## config.mk

```make
export PLATFORM = sky130hd
export DESIGN_NAME = iodt_cpu_end_flat
export DESIGN_NICKNAME = d
export VERILOG_FILES = /design/src/hw/iodt_pkg.sv /design/src/hw/iodt_link_if.sv /design/src/hw/iodt_cpu_end.sv /design/src/flat_wrapper.sv
export SDC_FILE = /design/constraint.sdc
export NUM_CORES = 1
export LEC_CHECK = 0
export ABC_AREA = 1
export BUFFER_PORTS_ARGS = -buffer_cell sky130_fd_sc_hd__buf_4
export CORE_ASPECT_RATIO = 1.75
export CORE_MARGIN = 4
export CORE_UTILIZATION = 41
export CTS_CLUSTER_SIZE = 10
export DETAILED_ROUTE_END_ITERATION = 7
export GPL_TIMING_DRIVEN = 1
export PLACE_DENSITY = 0.76
export SLEW_MARGIN = 25
export SYNTH_ARGS = -nofsm -noshare
export SYNTH_HDL_FRONTEND = slang
export SYNTH_SLANG_ARGS = --single-unit
```

## constraint.sdc

```tcl
create_clock -name core_clk -period 1.4 [get_ports core_clk]
set_input_delay 0.21 -clock core_clk [delete_from_list [all_inputs] [get_ports core_clk]]
set_output_delay 0.21 -clock core_clk [all_outputs]
set_load 0.02 [all_outputs]
```

## src/hw/iodt_pkg.sv

```systemverilog
// Shared constants and types for the controller table dispatch link
package iodt_pkg;
    localparam int          WORD_W         = 16;
    localparam int          DEV_W          = 8;
    localparam int          ADDR_W         = 16;
    localparam int          ENTRY_SHIFT    = 2;
    localparam int          NUM_CTRL       = 8;
    localparam int          CTRL_IDX_W     = 3;
    localparam int          CTRL_BASE_NUM  = 3;
    localparam logic [7:0]  DEV_LOWEST     = 8'h03;
    localparam logic [15:0] TABLE_LO_ADDR  = 16'h000C;
    localparam logic [15:0] TABLE_HI_ADDR  = 16'h01FF;
    localparam logic [1:0]  PTR_WORD_OFS   = 2'h2;
    localparam logic [15:0] WORD_ZERO      = 16'h0000;

    typedef enum logic [3:0]
    {
        IODT_OP_CMD  = 4'b0000,
        IODT_OP_SIN  = 4'b0001,
        IODT_OP_SED  = 4'b0010,
        IODT_OP_SCP  = 4'b0011,
        IODT_OP_RD   = 4'b0100,
        IODT_OP_WR   = 4'b0101,
        IODT_OP_TST  = 4'b0110,
        IODT_OP_CTL  = 4'b0111,
        IODT_OP_SET_DEVICE_MASK_INSTR = 4'b1000,
        IODT_OP_READ_DEVICE_MASK_INSTR = 4'b1001
    } iodt_op_t;

    typedef enum logic [1:0]
    {
        IODT_ST_IDLE = 2'b00,
        IODT_ST_SEND = 2'b01,
        IODT_ST_WAIT = 2'b10,
        IODT_ST_DONE = 2'b11
    } iodt_state_t;

    typedef enum logic [1:0]
    {
        IODT_CH_IDLE = 2'b00,
        IODT_CH_XFER = 2'b01,
        IODT_CH_IRQ  = 2'b10
    } iodt_ch_state_t;
endpackage

```

## src/hw/iodt_link_if.sv

```systemverilog
// Link between processor dispatch end and controller/channel end
`timescale 1ns/10ps
interface iodt_link_if;
    import iodt_pkg::*;
    logic               req;
    iodt_op_t           op;
    logic [DEV_W-1:0]   dev;
    logic [WORD_W-1:0]  wdata;
    logic [ADDR_W-1:0]  prog_addr;
    logic               ack;
    logic [WORD_W-1:0]  rdata;
    logic [NUM_CTRL-1:0] irq;
    logic [CTRL_IDX_W-1:0] irq_ack_idx;
    logic               irq_ack;

    modport cpu
    (
        output req, op, dev, wdata, prog_addr, irq_ack_idx, irq_ack,
        input  ack, rdata, irq
    );
    modport ctrl
    (
        input  req, op, dev, wdata, prog_addr, irq_ack_idx, irq_ack,
        output ack, rdata, irq
    );
endinterface

```

## src/hw/iodt_cpu_end.sv

```systemverilog
// Processor dispatch end: table address mapping, instructions, irq entry
`timescale 1ns/10ps
module iodt_cpu_end
(
    input  wire logic                        core_clk,
    input  wire logic                        rst,
    iodt_link_if.cpu                         lnk,
    input  wire logic                        instr_valid,
    input  wire iodt_pkg::iodt_op_t          instr_op,
    input  wire logic [iodt_pkg::DEV_W-1:0]  instr_dev,
    input  wire logic [iodt_pkg::WORD_W-1:0] tos_in,
    input  wire logic [iodt_pkg::ADDR_W-1:0] prog_start,
    output logic                             instr_busy,
    output logic                             instr_done,
    output logic                             instr_nodev,
    output logic      [iodt_pkg::WORD_W-1:0] tos_out,
    output logic                             tos_push,
    output logic                             mem_we,
    output logic      [iodt_pkg::ADDR_W-1:0] mem_addr,
    output logic      [iodt_pkg::WORD_W-1:0] mem_wdata,
    output logic                             int_enter,
    output logic      [iodt_pkg::DEV_W-1:0]  int_dev,
    output logic      [iodt_pkg::ADDR_W-1:0] int_data_ptr_addr
);
    import iodt_pkg::*;

    iodt_state_t          st_r, st_nxt;
    iodt_op_t             op_r, op_nxt;
    logic [DEV_W-1:0]     dev_r, dev_nxt;
    logic [WORD_W-1:0]    wd_r, wd_nxt;
    logic [ADDR_W-1:0]    pa_r, pa_nxt;
    logic                 req_r, req_nxt;
    logic                 done_r, done_nxt;
    logic                 nodev_r, nodev_nxt;
    logic [WORD_W-1:0]    tos_r, tos_nxt;
    logic                 push_r, push_nxt;
    logic                 we_r, we_nxt;
    logic [ADDR_W-1:0]    ma_r, ma_nxt;
    logic [WORD_W-1:0]    mwd_r, mwd_nxt;
    logic                 ie_r, ie_nxt;
    logic [DEV_W-1:0]     idev_r, idev_nxt;
    logic [ADDR_W-1:0]    iptr_r, iptr_nxt;
    logic                 iack_r, iack_nxt;
    logic                 bsy_r, bsy_nxt;
    logic [CTRL_IDX_W-1:0] iidx_r, iidx_nxt;
    logic [ADDR_W-1:0]    entry_addr;
    logic                 dev_ok;
    logic                 win_found;
    logic [CTRL_IDX_W-1:0] win_idx;

    assign lnk.req         = req_r;
    assign lnk.op          = op_r;
    assign lnk.dev         = dev_r;
    assign lnk.wdata       = wd_r;
    assign lnk.prog_addr   = pa_r;
    assign lnk.irq_ack     = iack_r;
    assign lnk.irq_ack_idx = iidx_r;
    assign instr_busy      = bsy_r;
    assign instr_done      = done_r;
    assign instr_nodev     = nodev_r;
    assign tos_out         = tos_r;
    assign tos_push        = push_r;
    assign mem_we          = we_r;
    assign mem_addr        = ma_r;
    assign mem_wdata       = mwd_r;
    assign int_enter       = ie_r;
    assign int_dev         = idev_r;
    assign int_data_ptr_addr = iptr_r;

    ////////////////////////////////////////////////////////////////////////
    // Controller number to table entry, with range check
    assign entry_addr = ADDR_W'(instr_dev) << ENTRY_SHIFT;
    assign dev_ok     = (instr_dev >= DEV_LOWEST)
                        && ((entry_addr + 16'h0003) <= TABLE_HI_ADDR)
                        && (instr_dev < DEV_W'(CTRL_BASE_NUM + NUM_CTRL));

    // Lowest pending controller number wins
    always_comb
    begin
        win_found = 1'b0;
        win_idx   = '0;
        for (int i = NUM_CTRL - 1; i >= 0; i--)
        begin
            if (lnk.irq[i])
            begin
                win_found = 1'b1;
                win_idx   = CTRL_IDX_W'(i);
            end
        end
    end

    ////////////////////////////////////////////////////////////////////////
    always_comb
    begin
        st_nxt    = st_r;
        op_nxt    = op_r;
        dev_nxt   = dev_r;
        wd_nxt    = wd_r;
        pa_nxt    = pa_r;
        req_nxt   = req_r;
        done_nxt  = 1'b0;
        nodev_nxt = 1'b0;
        tos_nxt   = tos_r;
        push_nxt  = 1'b0;
        we_nxt    = 1'b0;
        ma_nxt    = ma_r;
        mwd_nxt   = mwd_r;
        ie_nxt    = 1'b0;
        idev_nxt  = idev_r;
        iptr_nxt  = iptr_r;
        iack_nxt  = 1'b0;
        iidx_nxt  = iidx_r;
        if (win_found && !iack_r)
        begin
            ie_nxt   = 1'b1;
            iack_nxt = 1'b1;
            iidx_nxt = win_idx;
            idev_nxt = DEV_W'(CTRL_BASE_NUM) + DEV_W'(win_idx);
            iptr_nxt = (ADDR_W'(DEV_W'(CTRL_BASE_NUM) + DEV_W'(win_idx)) << ENTRY_SHIFT)
                       + ADDR_W'(PTR_WORD_OFS);
        end
        case (st_r)
            IODT_ST_IDLE:
            begin
                if (instr_valid)
                begin
                    if (!dev_ok)
                    begin
                        nodev_nxt = 1'b1;
                        done_nxt  = 1'b1;
                    end
                    else
                    begin
                        op_nxt  = instr_op;
                        dev_nxt = instr_dev;
                        wd_nxt  = tos_in;
                        pa_nxt  = prog_start;
                        st_nxt  = IODT_ST_SEND;
                        if (instr_op == IODT_OP_SCP)
                        begin
                            we_nxt  = 1'b1;
                            ma_nxt  = entry_addr;
                            mwd_nxt = prog_start;
                        end
                    end
                end
            end
            IODT_ST_SEND:
            begin
                req_nxt = 1'b1;
                st_nxt  = IODT_ST_WAIT;
            end
            IODT_ST_WAIT:
            begin
                if (lnk.ack)
                begin
                    req_nxt = 1'b0;
                    st_nxt  = IODT_ST_DONE;
                    if (op_r == IODT_OP_RD || op_r == IODT_OP_TST || op_r == IODT_OP_READ_DEVICE_MASK_INSTR)
                    begin
                        tos_nxt  = lnk.rdata;
                        push_nxt = 1'b1;
                    end
                end
            end
            IODT_ST_DONE:
            begin
                done_nxt = 1'b1;
                st_nxt   = IODT_ST_IDLE;
            end
            default:
            begin
                st_nxt = IODT_ST_IDLE;
            end
        endcase
        bsy_nxt = (st_nxt != IODT_ST_IDLE);
    end

    always_ff @(posedge core_clk)
    begin
        if (rst)
        begin
            st_r    <= IODT_ST_IDLE;
            op_r    <= IODT_OP_CMD;
            dev_r   <= '0;
            wd_r    <= WORD_ZERO;
            pa_r    <= WORD_ZERO;
            req_r   <= 1'b0;
            done_r  <= 1'b0;
            nodev_r <= 1'b0;
            tos_r   <= WORD_ZERO;
            push_r  <= 1'b0;
            we_r    <= 1'b0;
            ma_r    <= WORD_ZERO;
            mwd_r   <= WORD_ZERO;
            ie_r    <= 1'b0;
            idev_r  <= '0;
            iptr_r  <= WORD_ZERO;
            iack_r  <= 1'b0;
            iidx_r  <= '0;
            bsy_r   <= 1'b0;
        end
        else
        begin
            st_r    <= st_nxt;
            op_r    <= op_nxt;
            dev_r   <= dev_nxt;
            wd_r    <= wd_nxt;
            pa_r    <= pa_nxt;
            req_r   <= req_nxt;
            done_r  <= done_nxt;
            nodev_r <= nodev_nxt;
            tos_r   <= tos_nxt;
            push_r  <= push_nxt;
            we_r    <= we_nxt;
            ma_r    <= ma_nxt;
            mwd_r   <= mwd_nxt;
            ie_r    <= ie_nxt;
            idev_r  <= idev_nxt;
            iptr_r  <= iptr_nxt;
            iack_r  <= iack_nxt;
            iidx_r  <= iidx_nxt;
            bsy_r   <= bsy_nxt;
        end
    end
endmodule

```

## src/flat_wrapper.sv

```systemverilog
// flat-port wrapper written by rule: the top's interface ports become plain ports
module iodt_cpu_end_flat import iodt_pkg::*;
  (core_clk, rst, instr_valid, instr_op, instr_dev, tos_in, prog_start, instr_busy, instr_done, instr_nodev, tos_out, tos_push, mem_we, mem_addr, mem_wdata, int_enter, int_dev, int_data_ptr_addr, lnk_req, lnk_op, lnk_dev, lnk_wdata, lnk_prog_addr, lnk_irq_ack_idx, lnk_irq_ack, lnk_ack, lnk_rdata, lnk_irq);
  iodt_link_if lnk_i ();
  input  wire logic core_clk;
  input  wire logic rst;
  input  wire logic instr_valid;
  input  wire iodt_pkg::iodt_op_t instr_op;
  input  wire logic [iodt_pkg::DEV_W-1:0] instr_dev;
  input  wire logic [iodt_pkg::WORD_W-1:0] tos_in;
  input  wire logic [iodt_pkg::ADDR_W-1:0] prog_start;
  output logic instr_busy;
  output logic instr_done;
  output logic instr_nodev;
  output logic      [iodt_pkg::WORD_W-1:0] tos_out;
  output logic tos_push;
  output logic mem_we;
  output logic      [iodt_pkg::ADDR_W-1:0] mem_addr;
  output logic      [iodt_pkg::WORD_W-1:0] mem_wdata;
  output logic int_enter;
  output logic      [iodt_pkg::DEV_W-1:0] int_dev;
  output logic      [iodt_pkg::ADDR_W-1:0] int_data_ptr_addr;
  output wire logic [$bits(lnk_i.req)-1:0] lnk_req;
  output wire logic [$bits(lnk_i.op)-1:0] lnk_op;
  output wire logic [$bits(lnk_i.dev)-1:0] lnk_dev;
  output wire logic [$bits(lnk_i.wdata)-1:0] lnk_wdata;
  output wire logic [$bits(lnk_i.prog_addr)-1:0] lnk_prog_addr;
  output wire logic [$bits(lnk_i.irq_ack_idx)-1:0] lnk_irq_ack_idx;
  output wire logic [$bits(lnk_i.irq_ack)-1:0] lnk_irq_ack;
  input wire logic [$bits(lnk_i.ack)-1:0] lnk_ack;
  input wire logic [$bits(lnk_i.rdata)-1:0] lnk_rdata;
  input wire logic [$bits(lnk_i.irq)-1:0] lnk_irq;
  assign lnk_req = lnk_i.req;
  assign lnk_op = lnk_i.op;
  assign lnk_dev = lnk_i.dev;
  assign lnk_wdata = lnk_i.wdata;
  assign lnk_prog_addr = lnk_i.prog_addr;
  assign lnk_irq_ack_idx = lnk_i.irq_ack_idx;
  assign lnk_irq_ack = lnk_i.irq_ack;
  assign lnk_i.ack = lnk_ack;
  assign lnk_i.rdata = lnk_rdata;
  assign lnk_i.irq = lnk_irq;
  iodt_cpu_end u_core (.core_clk(core_clk), .rst(rst), .lnk(lnk_i), .instr_valid(instr_valid), .instr_op(instr_op), .instr_dev(instr_dev), .tos_in(tos_in), .prog_start(prog_start), .instr_busy(instr_busy), .instr_done(instr_done), .instr_nodev(instr_nodev), .tos_out(tos_out), .tos_push(tos_push), .mem_we(mem_we), .mem_addr(mem_addr), .mem_wdata(mem_wdata), .int_enter(int_enter), .int_dev(int_dev), .int_data_ptr_addr(int_data_ptr_addr));
endmodule
```

## Word-level counts from Yosys, hierarchy flattened

Index checks and enable logic that the tools add are counted.
W data, S select, Z words.

- Add/subtract/negate cells: 4
- $lt $le $gt $ge: 3
- Eq/ne operators: 8
- Muxes and demuxes: 28
- Bitwise gates (word level): 5
- Reduce and logical (&&, ||, !) cells: 16

Operators by type and width:

| cell | number |
|---|---|
| $mux W3 | 8 |
| $add A16 B2 Y16 const B | 1 |
| $le A16 B9 Y1 const B | 1 |
| $mux W1 | 14 |
| $add A10 B2 Y11 const B | 1 |
| $add A2 B3 Y4 const A | 2 |
| $eq A4 B3 Y1 const B | 2 |
| $ge A8 B2 Y1 const B | 1 |
| $lt A8 B4 Y1 const B | 1 |
| $pmux W2 S4 | 1 |
| $mux W2 | 3 |
| $reduce_and A3 Y1 | 2 |
| $not A1 Y1 | 5 |
| $eq A2 B2 Y1 const B | 2 |
| $eq A4 B2 Y1 const B | 1 |
| $eq A4 B4 Y1 const B | 1 |
| $pmux W1 S2 | 2 |
| $reduce_and A4 Y1 | 1 |
| $reduce_bool A2 Y1 | 2 |
| $reduce_or A4 Y1 | 1 |
| $logic_and A1 B1 Y1 | 3 |
| $reduce_or A3 Y1 | 1 |
| $eq A2 B1 Y1 const B | 1 |
| $logic_not A2 Y1 | 1 |
| 5 further kinds | 6 |

- Register bits after elaboration: 120
- Bits of input ports: 72

## Longest topological paths before layout

- Word-level depth: 10
- Depth in mapped cells: 11
- Gate-level depth less buffers: 11

## Worst setup path before layout

OpenSTA, ideal clock, no wires.

- Path type: register to register
- Start: reg u_core.op_r[2], in the netlist u_core.lnk.op[2]
- End: reg u_core.tos_r[10], in the netlist u_core.tos_out[10]
- Setup time: 0.065 ns
- Arrival: 1.327 ns
- Slack: 0.008 ns
- Cell stages (with the launch flop): 8
- Path buffers: 1
- Period minus slack after synthesis: 1.392 ns
- Cell sequence: dfxtp_1 -> inv_1 -> o31ai_2 -> nand3_2 -> inv_1 -> buf_4 -> nor2_1 -> nor2_1

- Cells in the longest elaborated chain, start to end: 4
- Elaborated cells on any way between the ends: 6

Ends and longest elaborated chain:

| element | line | source |
|---|---|---|
| start: declaration | iodt_cpu_end.sv:28 | `iodt_op_t op_r, op_nxt;` |
| start signal: assignment | iodt_cpu_end.sv:206 | `op_r <= op_nxt;` |
| $eq A4 B3 Y1 | iodt_cpu_end.sv:159 | `if (op_r == IODT_OP_RD \|\| op_r == IODT_OP_TST \|\| op_r == IODT_OP_READ_DEVICE_MASK_INSTR)` |
| $logic_or A1 B1 Y1 | iodt_cpu_end.sv:159 |  |
| $logic_or A1 B1 Y1 * | iodt_cpu_end.sv:159 |  |
| $reduce_and A3 Y1 (no source line) * | - |  |
| end signal: assignment | iodt_cpu_end.sv:213 | `tos_r <= tos_nxt;` |
| end: declaration | iodt_cpu_end.sv:35 | `logic [WORD_W-1:0] tos_r, tos_nxt;` |

Mark *: on every way between the ends. The rest lies on a longest branch, timed or not.
A chain may end at the register's enable or synchronous reset.

## Worst setup path after layout

- Start: reg u_core.st_r[1]
- End: reg u_core.mwd_r[6], in the netlist u_core.mem_wdata[6]

- Cells in the longest elaborated chain, start to end: 2

Ends and longest elaborated chain:

| element | line | source |
|---|---|---|
| start: declaration | iodt_cpu_end.sv:27 | `iodt_state_t st_r, st_nxt;` |
| start signal: assignment | iodt_cpu_end.sv:205 | `st_r <= st_nxt;` |
| $logic_not A2 Y1 | iodt_cpu_end.sv:122 | `case (st_r)` |
| $reduce_and A4 Y1 (no source line) | - |  |
| end signal: assignment | iodt_cpu_end.sv:217 | `mwd_r <= mwd_nxt;` |
| end: declaration | iodt_cpu_end.sv:39 | `logic [WORD_W-1:0] mwd_r, mwd_nxt;` |

No other way between the ends.

==> flow_summary.ini <==
[status]
run_status = finished, final reports clean

[timing]
setup_viol = 0
final_min_period_over_clock_period_pct = 99.5
post-route-min-period_ns = 1.39
grt_setup_unrepaired = yes
max_freq_mhz = 718
endpoints_failing_hold = 0
drv_slew = 0
timing.final.ws_setup_ns = 0.00735
fin_skew_ns = 0.00769

[detailed_routing]
detail-route-antenna-nets = 0
detailroute.via_count = 3796
vias_per_cell = 4.70
routedWlPerCell_um = 14.0
routed_wirelength_um = 11300
drt_first_pass_iters = 5
route.detailed.drc = 0
detailedRoute.firstIterationViolations = 109

[critical_path]
crit_arrival_ns = 1.62
worst_ep_required_time_ns = 1.63
critPathMaxFanout = 14
timing.critical_path.from_type = flip-flop
crit_type = reg -> reg
timing.critical_path.to_type = flip-flop

[grt]
initial_antenna_violation_count = 0
grt_pass1_vias = 3535
grt_pass1_wl_um = 16700
grt_overflow_total = 0
grtUsageTotal_pct = 19.3
grt_max_degree = 81

[layout]
final_cell_area_um2 = 5870
layout.core_utilization_pct = 62.4
design.final.nets = 759
fillerInstances = 828
number_of_diodes = 0
drive_gt1_share_pct = 38.0
layout-area-overhead-vs-synth_pct = 49.8

[yosys]
ys_dominant_reg_cell = sky130_fd_sc_hd__dfxtp_1
synthesis.area_per_instance_um2 = 7.93
async_flop_share_pct = 0
synth.top_cell.area_share_pct = 51.6
synth_cell_type_count = 30
ys_seq_area_share_pct = 51.6
ys_top_cells_by_area = sky130_fd_sc_hd__dfxtp_1, sky130_fd_sc_hd__nor2_1, sky130_fd_sc_hd__o21ai_0
synthesis.yosys.warnings = 0
synth.cells.most_frequent = sky130_fd_sc_hd__nor2_1, sky130_fd_sc_hd__dfxtp_1, sky130_fd_sc_hd__o21ai_0
mappedNetlistArea_um2 = 3920
synth-seq-cells = 101
top_count_cell_post_synth = sky130_fd_sc_hd__nor2_1
synth-edff-count = 0
post_synthesis_cell_type_with_the_largest_combined_area = sky130_fd_sc_hd__dfxtp_1
synthesis.instances = 494

[floorplanning]
die_width_um = 81.9
rows = 47
initial_core_util_pct = 41.6
design.portCount = 199
dieArea_um2 = 11200
floorplan.die.height_um = 137
fp.coreArea_um2 = 9410

[power]
cellLeakagePower_nw = 2.88
vdd_ir_drop_max_v = 0.000842
total_switching_power_mw = 1.69
pwr-share-clk_pct = 36.6
seq_power_share_pct = 46.2
power.switching_fraction_pct = 25.7
cellPowerDensity_nw_per_um2 = 1120
power_frac_comb_pct = 17.1
internal_power_mw = 4.89

[clocking]
clk_transition_reported_paths_ns = 0.07
cts-hold-fix-buffers = 0
sinks_on_clock_net = 101
clock_latency_ns = 0.34
cts_tree = built
clock_tree.htree_level_count = 3
root_buffer = sky130_fd_sc_hd__clkbuf_16
tritoncts.num_buffers = 9
cts.path.max_buffers = 2

[placed_design]
post-dp-hpwl_um = 8360
dpl_cell_area_um2 = 5360
place_ws_ns = -0.151
quantity_of_i_o_buffers_inserted_on_ports = 175
gp_congestion = 0.815

[job]
drv_cap = 0

[worst_hold_path]
hold_class = in -> reg
[cell families after synthesis]
logic type	after synthesis	synth area share (%)
AO/OA/AOI/OAI	91	12.0
XOR/XNOR	1	0.224
adder cells (fa/ha/maj)	6	1.92
buffers and inverters	76	10.9
flip-flops	101	51.6
other	1	0.0957
AND/OR/NAND/NOR	218	23.2
[flip-flops by register name, indices dropped and copies added, names as in the netlist]
| register | flops |
|---|---|
| u_core.instr_busy | 1 |
| u_core.instr_done | 1 |
| u_core.mem_we | 1 |
| u_core.instr_nodev | 1 |
| u_core.mem_wdata | 16 |
| u_core.lnk.wdata | 16 |
| u_core.lnk.dev | 8 |
| u_core.tos_out | 16 |
| u_core.lnk.prog_addr | 16 |
| u_core.lnk.irq_ack_idx | 3 |
| u_core.int_enter | 1 |
| u_core.mem_addr | 8 |
| u_core.tos_push | 1 |
| u_core.int_data_ptr_addr | 1 |
| u_core.st_r | 2 |
| u_core.lnk.op | 4 |
| u_core.int_dev | 4 |
| u_core.lnk.req | 1 |
[routing by layer]
metal | GRT usage (%) | share of wire (%) | wire length (µm)
met1 | 21.2 | 36 | 4090
met5 | 0 | 0 | 0
met2 | 33.9 | 54 | 6140
met4 | 9.33 | 2.6 | 299
met3 | 4.45 | 7.0 | 797
[per-stage QoR]
| stage | power (mW) | TNS [ns] | std cells | hold WS [ns] |
|---|---|---|---|---|
| after global placement | 4.06 | -0.616 | 784 | 0.404 |
| after CTS | 6.56 | 0 | 806 | 0.0475 |
| after detailed placement | 4.11 | -7.11 | 784 | 0.410 |
| after floorplan | 3.67 | 0 | 516 | 0.281 |
| after global routing | 6.87 | -1.11 | 808 | 0.0579 |
| final | 6.58 | 0 | 808 | 0.0579 |
[what timing repair did]
item                                    in CTS  in global routing
cloned                                       0                  1
endpoints found under the setup margin      85                 62
pin swaps                                    4                 11
gates resized for setup                     12                 36
buffers inserted                             6                  2
[power groups by stage]
stage	Clock [mW]	Sequential, mW	Combinational (mW)
after floorplan	0	3.20	0.477
after global placement	0	3.09	0.965
after detailed placement	0	3.10	1.02
after CTS	2.47	3.04	1.05
after global routing	2.59	3.05	1.23
final	2.41	3.04	1.13
[area by class of cell]
type                            instances  area [µm²]  share of cell area (%)
Clock buffer                           13         280                    4.78
Sequential cell                       101        2030                    34.5
Multi-Input combinational cell        339        1630                    27.8
Tap cell                              122         153                    2.60
Inverter                               24        96.3                    1.64
Timing Repair Buffer                  206        1660                    28.3
Clock inverter                          3        17.5                   0.298
[final timing paths]
check	start	to	slack, ns	cells past startpoint
min reg2reg	u_core.lnk.dev[4]$_SDFFE_PP0P_	u_core.lnk.dev[4]$_SDFFE_PP0P_	0.44	2
max	u_core.st_r[1]$_SDFF_PP0_	u_core.mem_wdata[6]$_SDFFE_PP0P_	0.007	8
min	instr_op[3]	u_core.mem_we$_SDFF_PP0_	0.06	2
max reg2reg	u_core.st_r[1]$_SDFF_PP0_	u_core.mem_wdata[6]$_SDFFE_PP0P_	0.007	8
[cell usage in the layout, fill, tap and decap left out, types with 5 or more instances in the layout]
cell                        netlist  routed
sky130_fd_sc_hd__nor2_1         165     157
sky130_fd_sc_hd__nor2_2           1       8
sky130_fd_sc_hd__buf_12           0       6
sky130_fd_sc_hd__buf_4           29     194
sky130_fd_sc_hd__nand3_1          6       5
sky130_fd_sc_hd__o21ai_1         10      19
sky130_fd_sc_hd__clkbuf_16        0      10
sky130_fd_sc_hd__dfxtp_1        101      97
sky130_fd_sc_hd__conb_1           1      23
sky130_fd_sc_hd__inv_1           22      18
sky130_fd_sc_hd__o21ai_0         65      52
sky130_fd_sc_hd__nand2_1         28      27
sky130_fd_sc_hd__a21oi_1         12      12
[worst max-delay path: stages, from the launching register on]
cell and delay [ns]:
sky130_fd_sc_hd__dfxtp_2 0.33, sky130_fd_sc_hd__inv_2 0.09, sky130_fd_sc_hd__ha_4 0.15, sky130_fd_sc_hd__nand2_4 0.05, sky130_fd_sc_hd__nor2_4 0.17, sky130_fd_sc_hd__nand2_4 0.12, sky130_fd_sc_hd__buf_12 0.18, sky130_fd_sc_hd__o21ai_1 0.13
sky130_fd_sc_hd__nor2_1 0.06
(Power assumes the default switching activity.)
